$ cat src/design/asa_pkg.sv
// Purpose: shared constants for the acceleration status alias block
// Assumes: byte-wide register port, 14-bit acceleration samples
// Notes: none
package asa_pkg;
    // ------------------------------------------------------------
    // register addresses
    // ------------------------------------------------------------
    localparam logic [7:0] ADDR_STATUS = 8'h00;
    localparam logic [7:0] ADDR_X_HI = 8'h01;
    localparam logic [7:0] ADDR_X_LO = 8'h02;
    localparam logic [7:0] ADDR_Y_HI = 8'h03;
    localparam logic [7:0] ADDR_Y_LO = 8'h04;
    localparam logic [7:0] ADDR_Z_HI = 8'h05;
    localparam logic [7:0] ADDR_Z_LO = 8'h06;
    localparam logic [7:0] ADDR_RESET = 8'h00;
    // ------------------------------------------------------------
    // field positions and values
    // ------------------------------------------------------------
    localparam int SRS_XYZ_OW_BIT = 7;
    localparam int SRS_AXIS_OW_LSB = 4;
    localparam int SRS_XYZ_DR_BIT = 3;
    localparam int SRS_AXIS_DR_LSB = 0;
    localparam int FLS_OVF_BIT = 7;
    localparam int FLS_WMRK_BIT = 6;
    localparam int FLS_CNT_LSB = 0;
    localparam int FLS_CNT_W = 6;
    localparam logic [7:0] STATUS_RESET = 8'h00;
    localparam logic [5:0] CNT_RESET = 6'h00;
    localparam logic [5:0] CNT_MAX = 6'h20;
    localparam int SAMPLE_W = 14;
    // ------------------------------------------------------------
    // fifo operating modes
    // ------------------------------------------------------------
    localparam logic [1:0] FMODE_OFF = 2'h0;
    localparam logic [1:0] FMODE_TRIG = 2'h3;
    // axis indices
    localparam int AX_X = 0;
    localparam int AX_Y = 1;
    localparam int AX_Z = 2;
endpackage

$ cat src/design/asa_burst_addr.sv
// Purpose: auto-increment address pointer of the register port
// Assumes: address, step and stop strobes are one-cycle pulses
// Notes: fast mode skips the X and Y low bytes of the sample; the Z low byte still follows Z high
`timescale 1ns/10ps
module asa_burst_addr
    import asa_pkg::*;
(
    input wire logic clk,
    input wire logic rstn,
    input wire logic addr_load,
    input wire logic [7:0] addr_in,
    input wire logic step,
    input wire logic fast_read,
    input wire logic stop_det,
    input wire logic four_wire,
    output logic [7:0] addr
);
    import asa_pkg::*;

    logic [7:0] addr_r;
    logic [7:0] addr_nxt;

    // ------------------------------------------------------------
    // next address
    // ------------------------------------------------------------
    always_comb begin
        addr_nxt = addr_r;
        if (stop_det && !four_wire) begin
            addr_nxt = ADDR_RESET; // [RQ15]
        end else if (addr_load) begin
            addr_nxt = addr_in;
        end else if (step) begin
            if (fast_read && (addr_r == ADDR_X_HI || addr_r == ADDR_Y_HI)) begin
                addr_nxt = addr_r + 8'h02; // [RQ2]
            end else begin
                addr_nxt = addr_r + 8'h01; // [RQ2]
            end
        end
    end

    always_ff @(posedge clk or negedge rstn) begin
        if (!rstn) begin
            addr_r <= ADDR_RESET;
        end else begin
            addr_r <= addr_nxt;
        end
    end

    assign addr = addr_r;
endmodule

$ cat src/design/asa_status.sv
// Purpose: data-ready / fifo status alias at address zero and sample readout
// Assumes: acquisition strobes and fifo levels come from the sensor core
// Notes: fifo storage and fifo setup live outside this block
//
// How it works
// [RQ1] address zero shows sample-ready layout when fifo mode is zero, else fifo layout
// [RQ2] burst reads step from address zero into sample bytes, 8- and 14-bit modes
// [RQ3] combined overwrite flag sets when a new set lands before previous set retrieved
// [RQ4] combined overwrite flag clears after all three high bytes are read
// [RQ5] axis overwrite flag sets when new acquisition replaces an unread value
// [RQ6] axis overwrite flag clears on a read of that axis high byte
// [RQ7] combined ready sets on any acquisition, clears after all three high bytes read
// [RQ8] axis ready sets on acquisition, clears on read of that axis high byte
// [RQ9] six-bit count field gives stored samples, zero means empty, up to 32
// [RQ10] overflow flag follows the overflow condition, unaffected by reads
// [RQ11] watermark flag holds while count is at or above watermark level
// [RQ12] in trigger mode the watermark flag reports a detected trigger event
// [RQ13] reading fifo status clears fifo interrupt source bit, flags persist
// [RQ14] fifo source bit sets again on next sample entry while a condition holds
// [RQ15] two-wire stop returns pointer to zero; four-wire host must re-address
// [RQ16] status layouts are read-only and all flags and counts reset to zero
`timescale 1ns/10ps
module asa_status
    import asa_pkg::*;
#(
    parameter int SW = asa_pkg::SAMPLE_W
)(
    input wire logic clk,
    input wire logic rstn,
    input wire logic active_entry,
    input wire logic [1:0] fifo_mode,
    input wire logic acq_x,
    input wire logic acq_y,
    input wire logic acq_z,
    input wire logic [SW-1:0] sample_x,
    input wire logic [SW-1:0] sample_y,
    input wire logic [SW-1:0] sample_z,
    input wire logic [SW-1:0] fifo_x,
    input wire logic [SW-1:0] fifo_y,
    input wire logic [SW-1:0] fifo_z,
    input wire logic [5:0] fifo_count,
    input wire logic [5:0] fifo_wmrk_level,
    input wire logic fifo_overflow,
    input wire logic fifo_trig_event,
    input wire logic fifo_push,
    input wire logic addr_load,
    input wire logic [7:0] addr_in,
    input wire logic rd_strobe,
    input wire logic wr_strobe,
    input wire logic [7:0] wr_data,
    input wire logic fast_read,
    input wire logic stop_det,
    input wire logic four_wire,
    output logic [7:0] rd_data,
    output logic rd_valid,
    output logic [7:0] cur_addr,
    output logic src_fifo,
    output logic fifo_pop
);
    import asa_pkg::*;

    logic [2:0] acq;
    logic [2:0] hi_read;
    logic [2:0] dr_r;
    logic [2:0] ow_r;
    logic [2:0] seen_r;
    logic xyz_dr_r;
    logic xyz_ow_r;
    logic all_read;
    logic any_acq;
    logic wmrk_flag;
    logic [5:0] cnt_field;
    logic [7:0] srs_byte;
    logic [7:0] fls_byte;
    logic [7:0] byte_mux;
    logic [7:0] rd_data_r;
    logic rd_valid_r;
    logic src_fifo_r;
    logic fifo_pop_r;
    logic [SW-1:0] sx;
    logic [SW-1:0] sy;
    logic [SW-1:0] sz;
    logic fifo_on;
    logic step;

    // ------------------------------------------------------------
    // helpers
    // ------------------------------------------------------------
    function automatic logic [7:0] hi_byte(input logic [SW-1:0] s);
        logic [15:0] w;
        w = {s, {(16 - SW){1'b0}}};
        return w[15:8];
    endfunction

    function automatic logic [7:0] lo_byte(input logic [SW-1:0] s);
        logic [15:0] w;
        w = {s, {(16 - SW){1'b0}}};
        return w[7:0];
    endfunction

    // ------------------------------------------------------------
    // address pointer
    // ------------------------------------------------------------
    assign step = rd_strobe || wr_strobe;

    asa_burst_addr u_addr (
        .clk(clk),
        .rstn(rstn),
        .addr_load(addr_load),
        .addr_in(addr_in),
        .step(step),
        .fast_read(fast_read),
        .stop_det(stop_det),
        .four_wire(four_wire),
        .addr(cur_addr)
    );

    // ------------------------------------------------------------
    // strobes decode
    // ------------------------------------------------------------
    assign fifo_on = (fifo_mode != FMODE_OFF);
    assign acq = {acq_z, acq_y, acq_x};
    assign any_acq = |acq;
    assign hi_read[AX_X] = rd_strobe && (cur_addr == ADDR_X_HI);
    assign hi_read[AX_Y] = rd_strobe && (cur_addr == ADDR_Y_HI);
    assign hi_read[AX_Z] = rd_strobe && (cur_addr == ADDR_Z_HI);
    assign all_read = &(seen_r | hi_read);

    // ------------------------------------------------------------
    // per-axis ready and overwrite flags
    // ------------------------------------------------------------
    always_ff @(posedge clk or negedge rstn) begin
        if (!rstn) begin
            dr_r <= 3'h0; // [RQ16]
        end else if (active_entry) begin
            dr_r <= 3'h0; // [RQ16]
        end else begin
            dr_r <= acq | (dr_r & ~hi_read); // [RQ8]
        end
    end

    always_ff @(posedge clk or negedge rstn) begin
        if (!rstn) begin
            ow_r <= 3'h0; // [RQ16]
        end else if (active_entry) begin
            ow_r <= 3'h0;
        end else begin
            // a read landing with the new sample means the old one was taken
            ow_r <= (acq & dr_r & ~hi_read) | (ow_r & ~hi_read); // [RQ5] [RQ6]
        end
    end

    // ------------------------------------------------------------
    // combined ready and overwrite flags
    // ------------------------------------------------------------
    always_ff @(posedge clk or negedge rstn) begin
        if (!rstn) begin
            seen_r <= 3'h0;
        end else if (active_entry || any_acq || all_read) begin
            seen_r <= 3'h0;
        end else begin
            seen_r <= seen_r | hi_read;
        end
    end

    always_ff @(posedge clk or negedge rstn) begin
        if (!rstn) begin
            xyz_dr_r <= 1'b0;
        end else if (active_entry) begin
            xyz_dr_r <= 1'b0;
        end else if (any_acq) begin
            xyz_dr_r <= 1'b1; // [RQ7]
        end else if (all_read) begin
            xyz_dr_r <= 1'b0; // [RQ7]
        end
    end

    always_ff @(posedge clk or negedge rstn) begin
        if (!rstn) begin
            xyz_ow_r <= 1'b0;
        end else if (active_entry) begin
            xyz_ow_r <= 1'b0;
        end else if (any_acq && xyz_dr_r && !all_read) begin
            xyz_ow_r <= 1'b1; // [RQ3]
        end else if (all_read) begin
            xyz_ow_r <= 1'b0; // [RQ4]
        end
    end

    // ------------------------------------------------------------
    // fifo status fields
    // ------------------------------------------------------------
    assign cnt_field = (fifo_count > CNT_MAX) ? CNT_MAX : fifo_count; // [RQ9]
    always_comb begin
        if (fifo_mode == FMODE_TRIG) begin
            wmrk_flag = fifo_trig_event; // [RQ12]
        end else begin
            wmrk_flag = (cnt_field >= fifo_wmrk_level); // [RQ11]
        end
    end

    always_ff @(posedge clk or negedge rstn) begin
        if (!rstn) begin
            src_fifo_r <= 1'b0; // [RQ16]
        end else if (active_entry) begin
            src_fifo_r <= 1'b0;
        end else if (fifo_push && (fifo_overflow || wmrk_flag)) begin
            src_fifo_r <= 1'b1; // [RQ14]
        end else if (rd_strobe && fifo_on && cur_addr == ADDR_STATUS) begin
            src_fifo_r <= 1'b0; // [RQ13]
        end
    end

    // ------------------------------------------------------------
    // status layouts and read mux
    // ------------------------------------------------------------
    always_comb begin
        srs_byte = STATUS_RESET;
        srs_byte[SRS_XYZ_OW_BIT] = xyz_ow_r;
        srs_byte[SRS_AXIS_OW_LSB +: 3] = ow_r;
        srs_byte[SRS_XYZ_DR_BIT] = xyz_dr_r;
        srs_byte[SRS_AXIS_DR_LSB +: 3] = dr_r;
        fls_byte = STATUS_RESET;
        fls_byte[FLS_OVF_BIT] = fifo_overflow; // [RQ10]
        fls_byte[FLS_WMRK_BIT] = wmrk_flag;
        fls_byte[FLS_CNT_LSB +: FLS_CNT_W] = cnt_field;
    end

    assign sx = fifo_on ? fifo_x : sample_x;
    assign sy = fifo_on ? fifo_y : sample_y;
    assign sz = fifo_on ? fifo_z : sample_z;

    always_comb begin
        case (cur_addr)
            ADDR_STATUS: byte_mux = fifo_on ? fls_byte : srs_byte; // [RQ1]
            ADDR_X_HI: byte_mux = hi_byte(sx); // [RQ2]
            ADDR_X_LO: byte_mux = lo_byte(sx);
            ADDR_Y_HI: byte_mux = hi_byte(sy);
            ADDR_Y_LO: byte_mux = lo_byte(sy);
            ADDR_Z_HI: byte_mux = hi_byte(sz);
            ADDR_Z_LO: byte_mux = lo_byte(sz);
            default: byte_mux = STATUS_RESET;
        endcase
    end

    // ------------------------------------------------------------
    // read data register; writes change nothing here
    // ------------------------------------------------------------
    always_ff @(posedge clk or negedge rstn) begin
        if (!rstn) begin
            rd_data_r <= STATUS_RESET;
        end else if (rd_strobe) begin
            rd_data_r <= byte_mux;
        end
    end

    always_ff @(posedge clk or negedge rstn) begin
        if (!rstn) begin
            rd_valid_r <= 1'b0;
        end else begin
            rd_valid_r <= rd_strobe;
        end
    end

    // ------------------------------------------------------------
    // fifo head advance after Z low byte read, or Z high byte read in fast mode
    // ------------------------------------------------------------
    always_ff @(posedge clk or negedge rstn) begin
        if (!rstn) begin
            fifo_pop_r <= 1'b0;
        end else begin
            fifo_pop_r <= rd_strobe && fifo_on && (cnt_field != CNT_RESET)
                && (cur_addr == (fast_read ? ADDR_Z_HI : ADDR_Z_LO));
        end
    end

    assign rd_data = rd_data_r;
    assign rd_valid = rd_valid_r;
    assign src_fifo = src_fifo_r;
    assign fifo_pop = fifo_pop_r;
endmodule

$ cat config.mk
export PLATFORM = sky130hd
export DESIGN_NAME = asa_status
export DESIGN_NICKNAME = d
export VERILOG_FILES = /design/src/design/asa_pkg.sv /design/src/design/asa_burst_addr.sv /design/src/design/asa_status.sv
export SDC_FILE = /design/constraint.sdc
export NUM_CORES = 1
export LEC_CHECK = 0
export BUFFER_PORTS_ARGS = -buffer_cell sky130_fd_sc_hd__buf_2
export CORE_UTILIZATION = 35
export DETAILED_ROUTE_END_ITERATION = 6
export PLACE_DENSITY = 0.69
export SYNTH_ARGS = -nofsm -noshare
export SYNTH_HDL_FRONTEND = slang
export SYNTH_SLANG_ARGS = --single-unit
$ cat constraint.sdc
create_clock -name clk -period 4.1 [get_ports clk]
set_input_delay 0.82 -clock clk [delete_from_list [all_inputs] [get_ports clk]]
set_output_delay 0.82 -clock clk [all_outputs]
set_load 0.03 [all_outputs]
==> results_dict.tcl, run 1 <==
set metrics [dict create \
    status "finished clean" \
    timing.rr.start "u_addr.addr[1]" \
    ant_nets 0 \
    clk_latency_ns 0.29 \
    post_cts_buffers 0 \
    worstHoldStart "rd_data[5]" \
    avgSynthCellArea_um2 8.72 \
    pwr-share-comb 0.352 \
    start_util 0.364 \
    p_sw_uw 321 \
    irDropWorstVdd_mv 0.167 \
    via_count 2905 \
    die_x_um 86.6 \
    ys.flop_type "dfrtp_1" \
    cts_tree "done" \
    drv_slew 0 \
    vias_per_cell 5.67 \
    cts.sinks 30 \
    antenna_found_initial 0 \
    diodes 0 \
    crit_chain "inv_1 -> ha_1 -> nand2_1 -> or4_4 -> a21oi_2 -> nor2_1 -> a22o_1" \
    synthesis.area_um2 2500 \
    switching_share 0.362 \
    drc 0 \
    die_h_um 86.6 \
    syn-num-nets 427 \
    track_usage 0.235 \
    io_pins 148 \
    setup_viol 0 \
    die_area_um2 7500 \
    min_period_ns 2.46 \
    worstPathArrival_ns 2.63 \
    async_flop_share 1.00 \
    wl_um 8780 \
    dp_slack_ns 1.54 \
    cts_resized 0 \
    grt_pass1_vias 2791 \
    rrSetupSlack_ns 1.64 \
    synth_cell_types 56 \
    seqPwrFrac 0.391 \
    synth_edf_count 0 \
    grt_max_degree 33 \
    first_iter_violations 258 \
    clk_pin_slew_ns 0.06 \
    h-tree-depth 2 \
    place_congestion 0.842 \
    synth_cells 287 \
    cap_violations 0 \
    required_ns 4.27 \
    path_class "reg -> reg" \
    setup_tns_ns 0 \
    min_path_type "reg -> reg" \
    ys_seq_area_frac 0.300 \
    final_hold_viol_count 0 \
    drive_above_1_share 0.411 \
    cts.hold.buffers_added 0 \
    fin_skew_ns 0.00542 \
    setup_ws_ns 1.64 \
    post-route-period-util 0.599 \
    grt.overflow.total 0 \
    whs_endpoint "rd_data[5]" \
    ys_ff_latch 30 \
    wl_per_cell_um 17.1 \
    synth_top_cell_area_share 0.300 \
    root_buffer "clkbuf_8" \
    rows 30 \
    worstMarginPinSlew_ns 0.969 \
    rsz0062_at_grt "no" \
    cp_slowest_stage_delay_ns 0.67 \
    core_um2 6870 \
    fmax_ghz 0.407 \
    cp_max_fo 22 \
    reg2reg_to "xyz_dr_r" \
    firstDrtPassIters 6 \
    synth.top_cells.by_count "dfrtp_1 (30), nand2_1 (24), nor2_1 (23), a21oi_1 (17), a221oi_1 (15)" \
    synth_most_common_cell "dfrtp_1" \
    cts_buffers 5 \
    numPortBuffers 139 \
    reg2reg_depth 7 \
    place_hpwl_um 6840 \
    hold_path_depth 1 \
    p_per_area_nw_per_um2 267 \
    fin_nets 556 \
    crit_family "simple AND/OR/NAND/NOR gates" \
    yosys_warnings 0 \
    p_leak_uw 0.00157 \
    synthTopCellsByArea "dfrtp_1 (30%), ha_1 (5.5%), mux2_2 (5.4%)" \
    fillers 681 \
    cp-end-kind "flop" \
    worst-path-buf-inv 1 \
    slowest_stage "ha_1" \
    start_kind "flop" \
    area_growth_pct 32.8 \
    power_frac_clock 0.257 \
    yosysTopAreaCell "dfrtp_1" \
    slew_headroom 0.354 \
    cts.path.max_buffers 2 \
    intPower_uw 567 \
    grt_pass1_wl_um 13500 \
]
==> per-stage QoR <==
stage	hold slack, ns	utilization	total power, uW	cells	instance area (um^2)
4_1_cts	0.507	0.484	889	512	3330
3_3_place_gp	0.469	0.473	660	505	3250
2_1_floorplan	0.483	-	535	287	2500
3_5_place_dp	0.493	0.473	664	505	3250
5_1_grt	0.519	0.484	939	512	3330
6_report	0.509	0.484	888	512	3330
==> area by class of cell <==
class | instances | area [um^2] | share of cell area
multi-input cells | 228 | 1630 | 0.491
repair buffers | 140 | 703 | 0.211
inverters | 11 | 41.3 | 0.0124
well taps | 96 | 120 | 0.0361
clock buffers | 5 | 68.8 | 0.0207
clock inverters | 2 | 10.0 | 0.00301
flip-flops and latches | 30 | 751 | 0.226
==> power groups by stage <==
stage | logic (uW) | clock network (uW) | registers, uW
floorplan | 173 | 0 | 363
global placement | 309 | 0 | 351
detailed placement | 312 | 0 | 352
CTS | 313 | 229 | 346
global route | 343 | 246 | 350
finish | 313 | 228 | 347
==> worst max-delay path by stage <==
stage                              start         end  slack, ns  depth (start not counted)
after detailed placement    fifo_mode[1]  rd_data[5]       1.54                          7
after global placement      fifo_mode[1]  rd_data[5]       1.55                          7
final                     u_addr.addr[1]    xyz_dr_r       1.64                          7
after CTS                 u_addr.addr[1]    xyz_dr_r       1.65                          7
after global routing      u_addr.addr[1]    xyz_dr_r       1.42                          7
after floorplan             fifo_mode[1]  rd_data[7]       1.70                          6
==> registers in the layout, indices dropped and copies added, names as in the netlist <==
register and count:
u_addr.addr 8, ow_r 3, dr_r 3, rd_data 8, xyz_dr_r 1, rd_valid 1, src_fifo 1, seen_r 3
xyz_ow_r 1, fifo_pop 1
==> layout by cell type (no fill, tap or decap), types with 2 or more instances in the layout <==
cell and instances:
a31oi_1 3, xor2_1 2, and3_1 3, nor3_1 11, nor2b_1 6, mux4_2 4, and2_1 2, a22oi_1 10
ha_1 11, a211oi_1 3, a21oi_1 17, mux2_2 12, o21ai_0 10, o211ai_1 2, a311oi_1 3, a22o_1 5
dfrtp_1 30, clkbuf_8 5, o2bb2ai_1 3, nand3_1 7, nand2_1 24, a32o_1 2, o21a_1 3, a221oi_1 15
a21o_1 2, or4_1 2, nor2_1 22, buf_2 139, or3_1 5, nor4_1 3, o22ai_1 2, mux2i_1 5
or2_2 4, inv_1 11, nand2b_1 3, clkinv_2 2, a221o_1 2, nand4_1 3
==> layer usage <==
metal | routed length, um | part of all wire | up-vias | track usage
li1 | - | - | 1372 | -
met1 | 3560 | 0.41 | 1352 | 0.290
met2 | 4270 | 0.49 | 166 | 0.419
met3 | 784 | 0.089 | 15 | 0.0371
met4 | 165 | 0.019 | 0 | 0.0742
met5 | 0 | 0 | - | 0
==> worst reg2reg max path: cells and delay by family, from the launching register on <==
kind	cells	cell delay (ns)
flops	1	0.46
compound gates	2	0.40
fa+ha+maj	1	0.67
buf+inv	1	0.13
simple gates	3	0.68
==> kinds of logic after synthesis <==
family | Yosys count | share of synthesized area
flops | 30 | 0.300
xor+xnor | 2 | 0.00700
simple gates | 99 | 0.199
mux | 21 | 0.110
fa+ha+maj | 11 | 0.0550
compound gates | 95 | 0.279
buf+inv | 29 | 0.0495
Note: power is estimated with default switching activity, not from simulation.
==> run 2, diff against run 1 <==
PLACE_DENSITY = 0.71   (was 0.69)
clock period = 2.1 ns   (was 4.1 ns; I/O delays follow)
==> results_dict.tcl, run 2 (synthesis results as in run 1) <==
set metrics [dict create \
    path_class "reg -> reg" \
    placed_cells 529 \
    drv_slew 0 \
    core_um2 6870 \
    start_kind "flop" \
    post_cts_buffers 0 \
    io_pins 148 \
    area_growth_pct 42.7 \
    final_cell_mix "buf_2 (139), dfrtp_1 (28), nand2_1 (24), buf_4 (23), nor2_1 (22)" \
    cts.hold.buffers_added 0 \
    grt_max_degree 31 \
    wl_um 9020 \
    min_period_ns 1.98 \
    grt.overflow.total 0 \
    stdcell_count 537 \
    ant_nets 0 \
    rows 30 \
    antenna_found_initial 0 \
    slew_headroom 0.525 \
    rsz0062_at_grt "no" \
    p_leak_uw 0.00171 \
    worstMarginPinSlew_ns 0.713 \
    status "finished clean" \
    reg2reg_depth 5 \
    track_usage 0.240 \
    cts_buffers 5 \
    place_congestion 0.861 \
    die_h_um 86.6 \
    cp_max_fo 4 \
    cts.sinks 30 \
    cp-end-kind "flop" \
    vias_per_cell 5.60 \
    required_ns 2.26 \
    firstDrtPassIters 7 \
    irDropWorstVdd_mv 0.467 \
    final_hold_viol_count 0 \
    min_path_type "in -> async" \
    cp_slowest_stage_delay_ns 0.57 \
    diodes 0 \
    die_area_um2 7500 \
    start_util 0.364 \
    die_x_um 86.6 \
    clk_latency_ns 0.28 \
    drc 0 \
    cts.path.max_buffers 2 \
    setup_viol 0 \
    worstPathArrival_ns 2.14 \
    p_per_area_nw_per_um2 520 \
    first_iter_violations 164 \
    final_common_cell "buf_2" \
    wl_per_cell_um 16.8 \
    rrSetupSlack_ns 0.12 \
    fmax_ghz 0.504 \
    cap_violations 0 \
    post-route-period-util 0.944 \
    crit_chain "or4_4 -> or4b_1 -> o21a_1 -> a211oi_2 -> nor3_1" \
    slowest_stage "or4_4" \
    numPortBuffers 139 \
    drive_above_1_share 0.458 \
    placed_area_um2 3470 \
    fin_skew_ns 0.00479 \
    grt_pass1_vias 2956 \
    fin_nets 580 \
    stdcell_area_um2 3570 \
    cts_tree "done" \
    root_buffer "clkbuf_8" \
    grt_pass1_wl_um 13900 \
    via_count 3009 \
    clk_pin_slew_ns 0.06 \
    h-tree-depth 2 \
    place_hpwl_um 7350 \
]
## run 2: cell types whose count changed in the layout (fill, tap and decap cells not counted), sizes merged
| cell | change |
|---|---|
| clkbuf | +2 |
| clkinv | -1 |
| buf | +24 |
## run 2: path summary, 6_finish.rpt
check	startpoint	endpoint
setup / recovery	u_addr.addr[5]	src_fifo
hold / removal	rstn	rd_valid
setup reg to reg	u_addr.addr[5]	src_fifo
hold reg to reg	rd_data[2]	rd_data[2]
max in group asynchronous	rstn	u_addr.addr[4]
min in group clk	rd_strobe	rd_valid
## run 2: repair_timing
action	4_1_cts	5_1_grt
endpoints found under the setup margin	0	7
resized for setup	0	4
endpoints found under the hold margin	0	0
## run 2: area by class of cell
class	instances	area [um^2]
repair buffers	164	908
fillers	683	3300
inverters	11	41.3
flip-flops and latches	30	753
clock inverters	1	5.00
well taps	96	120
clock buffers	7	86.3
multi-input cells	228	1660
## run 2: worst max-delay path, delay by kind of cell, from the launching register on
family | cells | cell delay, ns
AOI/OAI and AO/OA | 2 | 0.35
and+or+nand+nor | 3 | 1.11
DFF | 1 | 0.40
## run 2: per-layer routing
layer	vias up	share of wire	track usage
met5	-	0	0
met4	0	0.025	0.0773
met3	26	0.086	0.0600
met2	153	0.50	0.439
met1	1402	0.39	0.273
li1	1428	-	-
## run 2: report_power, final
group,switching [uW],internal (uW)
clock network,222,264
registers,36.3,615
logic,389,330
## run 2: per-stage QoR
stage	setup WS (ns)	setup TNS (ns)	total power, uW	hold slack (ns)	utilization
6_report	0.118	0	1860	0.187	0.520
5_1_grt	0.00835	0	1960	0.243	0.520
4_1_cts	0.0210	0	1850	0.204	0.518
3_5_place_dp	0.0391	0	1370	0.502	0.505
3_3_place_gp	0.0766	0	1360	0.492	0.505
2_1_floorplan	-0.0308	-0.0308	1050	0.124	-
==> run 3, diff against run 2 <==
CORE_ASPECT_RATIO = 1.2   (was not set)
==> results_dict.tcl, run 3 (synthesis results as in run 1) <==
set metrics [dict create \
    crit_chain "inv_1 -> ha_1 -> and3_1 -> a221o_1 -> a221oi_1 -> o2bb2ai_1" \
    die_h_um 94.7 \
    power_frac_clock 0.288 \
    cts.path.max_buffers 2 \
    p_leak_uw 0.00171 \
    min_period_ns 2.06 \
    h-tree-depth 2 \
    cts.hold.buffers_added 0 \
    cts_buffers 5 \
    first_iter_violations 187 \
    vias_per_cell 5.61 \
    pwr-share-comb 0.374 \
    drive_above_1_share 0.456 \
    io_pins 148 \
    fin_skew_ns 0.00663 \
    cp-end-kind "flop" \
    worst-path-buf-inv 1 \
    fmax_ghz 0.485 \
    cp_slowest_stage_delay_ns 0.41 \
    numPortBuffers 139 \
    stdcell_area_um2 3560 \
    crit_start "u_addr.addr[1]" \
    switching_share 0.338 \
    cap_violations 0 \
    rrSetupSlack_ns 0.04 \
    place_congestion 0.858 \
    setup_viol 0 \
    finalPower_uw 1920 \
    seqPwrFrac 0.338 \
    final_common_cell "buf_2" \
    cts_resized 0 \
    clk_latency_ns 0.28 \
    area_growth_pct 42.3 \
    antenna_found_initial 0 \
    p_sw_uw 651 \
    worstSetupEndpoint "rd_data[2]" \
    die_area_um2 7500 \
    core_um2 6900 \
    diodes 0 \
    required_ns 2.26 \
    intPower_uw 1270 \
    slew_headroom 0.553 \
    slowest_stage "dfrtp_1" \
    timing.rr.start "u_addr.addr[1]" \
    rsz0062_at_grt "yes" \
    firstDrtPassIters 4 \
    fin_nets 578 \
    start_util 0.363 \
    cts.sinks 30 \
    reg2reg_depth 6 \
    grt_max_degree 33 \
    final_cell_mix "buf_2 (139), dfrtp_1 (28), nand2_1 (24), nor2_1 (22), buf_4 (21)" \
    grt_pass1_vias 2815 \
    status "finished clean" \
    reg2reg_to "rd_data[2]" \
    cp_max_fo 6 \
    crit_family "compound AO/OA/AOI/OAI gates" \
    track_usage 0.246 \
    path_class "reg -> reg" \
    cp.depth 6 \
    grt.overflow.total 0 \
    worstMarginPinSlew_ns 0.671 \
    min_path_type "in -> async" \
    final_hold_viol_count 0 \
    post-route-period-util 0.982 \
    cts_tree "done" \
    rows 33 \
    worstPathArrival_ns 2.22 \
    drc 0 \
    irDropWorstVdd_mv 0.335 \
    die_x_um 79.2 \
    drv_slew 0 \
    grt_pass1_wl_um 14000 \
    post_cts_buffers 0 \
    start_kind "flop" \
    ant_nets 0 \
    place_hpwl_um 7240 \
    via_count 2951 \
    wl_per_cell_um 17.4 \
    placed_area_um2 3440 \
    clk_pin_slew_ns 0.07 \
    p_per_area_nw_per_um2 540 \
    root_buffer "clkbuf_8" \
    wl_um 9180 \
]
[run 3: changes by cell type in the layout (fill, tap and decap cells not counted)]
cell and change:
nor3_1 +1, nor3_2 -1, clkbuf_1 -1, nor4_1 -1, ha_1 +1, clkinv_2 -1
ha_2 -1, clkbuf_8 +2, nor4_2 +1, buf_4 -2
[run 3: routing by layer]
metal | GRT usage | up-vias | wire, um
li1 | - | 1411 | -
met1 | 0.280 | 1369 | 3560
met2 | 0.452 | 157 | 4610
met3 | 0.0560 | 14 | 844
met4 | 0.0788 | 0 | 163
met5 | 0 | - | 0
[run 3: through the flow]
stage | util | hold WS [ns] | TNS [ns] | std cells | setup slack (ns)
5_1_grt | 0.517 | 0.217 | -0.269 | 526 | -0.0775
4_1_cts | 0.515 | 0.192 | 0 | 526 | 0.00432
3_5_place_dp | 0.499 | 0.491 | 0 | 518 | 0.0176
3_3_place_gp | 0.499 | 0.472 | 0 | 518 | 0.0391
6_report | 0.517 | 0.170 | 0 | 526 | 0.0383
2_1_floorplan | - | 0.124 | -0.0308 | 287 | -0.0308
[run 3: worst reg2reg max path, cell delays in order, from the launching register on]
cell	delay [ns]
dfrtp_1	0.41
inv_1	0.09
ha_1	0.29
and3_1	0.25
a221o_1	0.39
a221oi_1	0.40
o2bb2ai_1	0.10
[run 3: power groups by stage]
| stage | clock (uW) | sequential [uW] | combinational [uW] |
|---|---|---|---|
| 2_1_floorplan | 0 | 709 | 341 |
| 3_3_place_gp | 0 | 658 | 699 |
| 3_5_place_dp | 0 | 660 | 711 |
| 4_1_cts | 562 | 650 | 713 |
| 5_1_grt | 587 | 656 | 784 |
| 6_report | 553 | 651 | 720 |
[run 3: area by class of cell]
class / count / area (um^2)
fill: 674 / 3330
multi-input combinational: 228 / 1660
timing repair buffer: 162 / 893
sequential: 30 / 753
inverter: 11 / 41.3
clock buffer: 8 / 110
tap: 87 / 109
[run 3: how the worst min path moves through the flow]
stage	start	end	slack [ns]	cells past startpoint
4_1_cts	rstn	seen_r[0]	0.19	1
3_5_place_dp	rd_data[0]	rd_data[0]	0.49	1
5_1_grt	rstn	rd_valid	0.22	1
6_report	rstn	u_addr.addr[3]	0.17	1
3_3_place_gp	rd_data[0]	rd_data[0]	0.47	1
2_1_floorplan	rstn	dr_r[0]	0.12	0
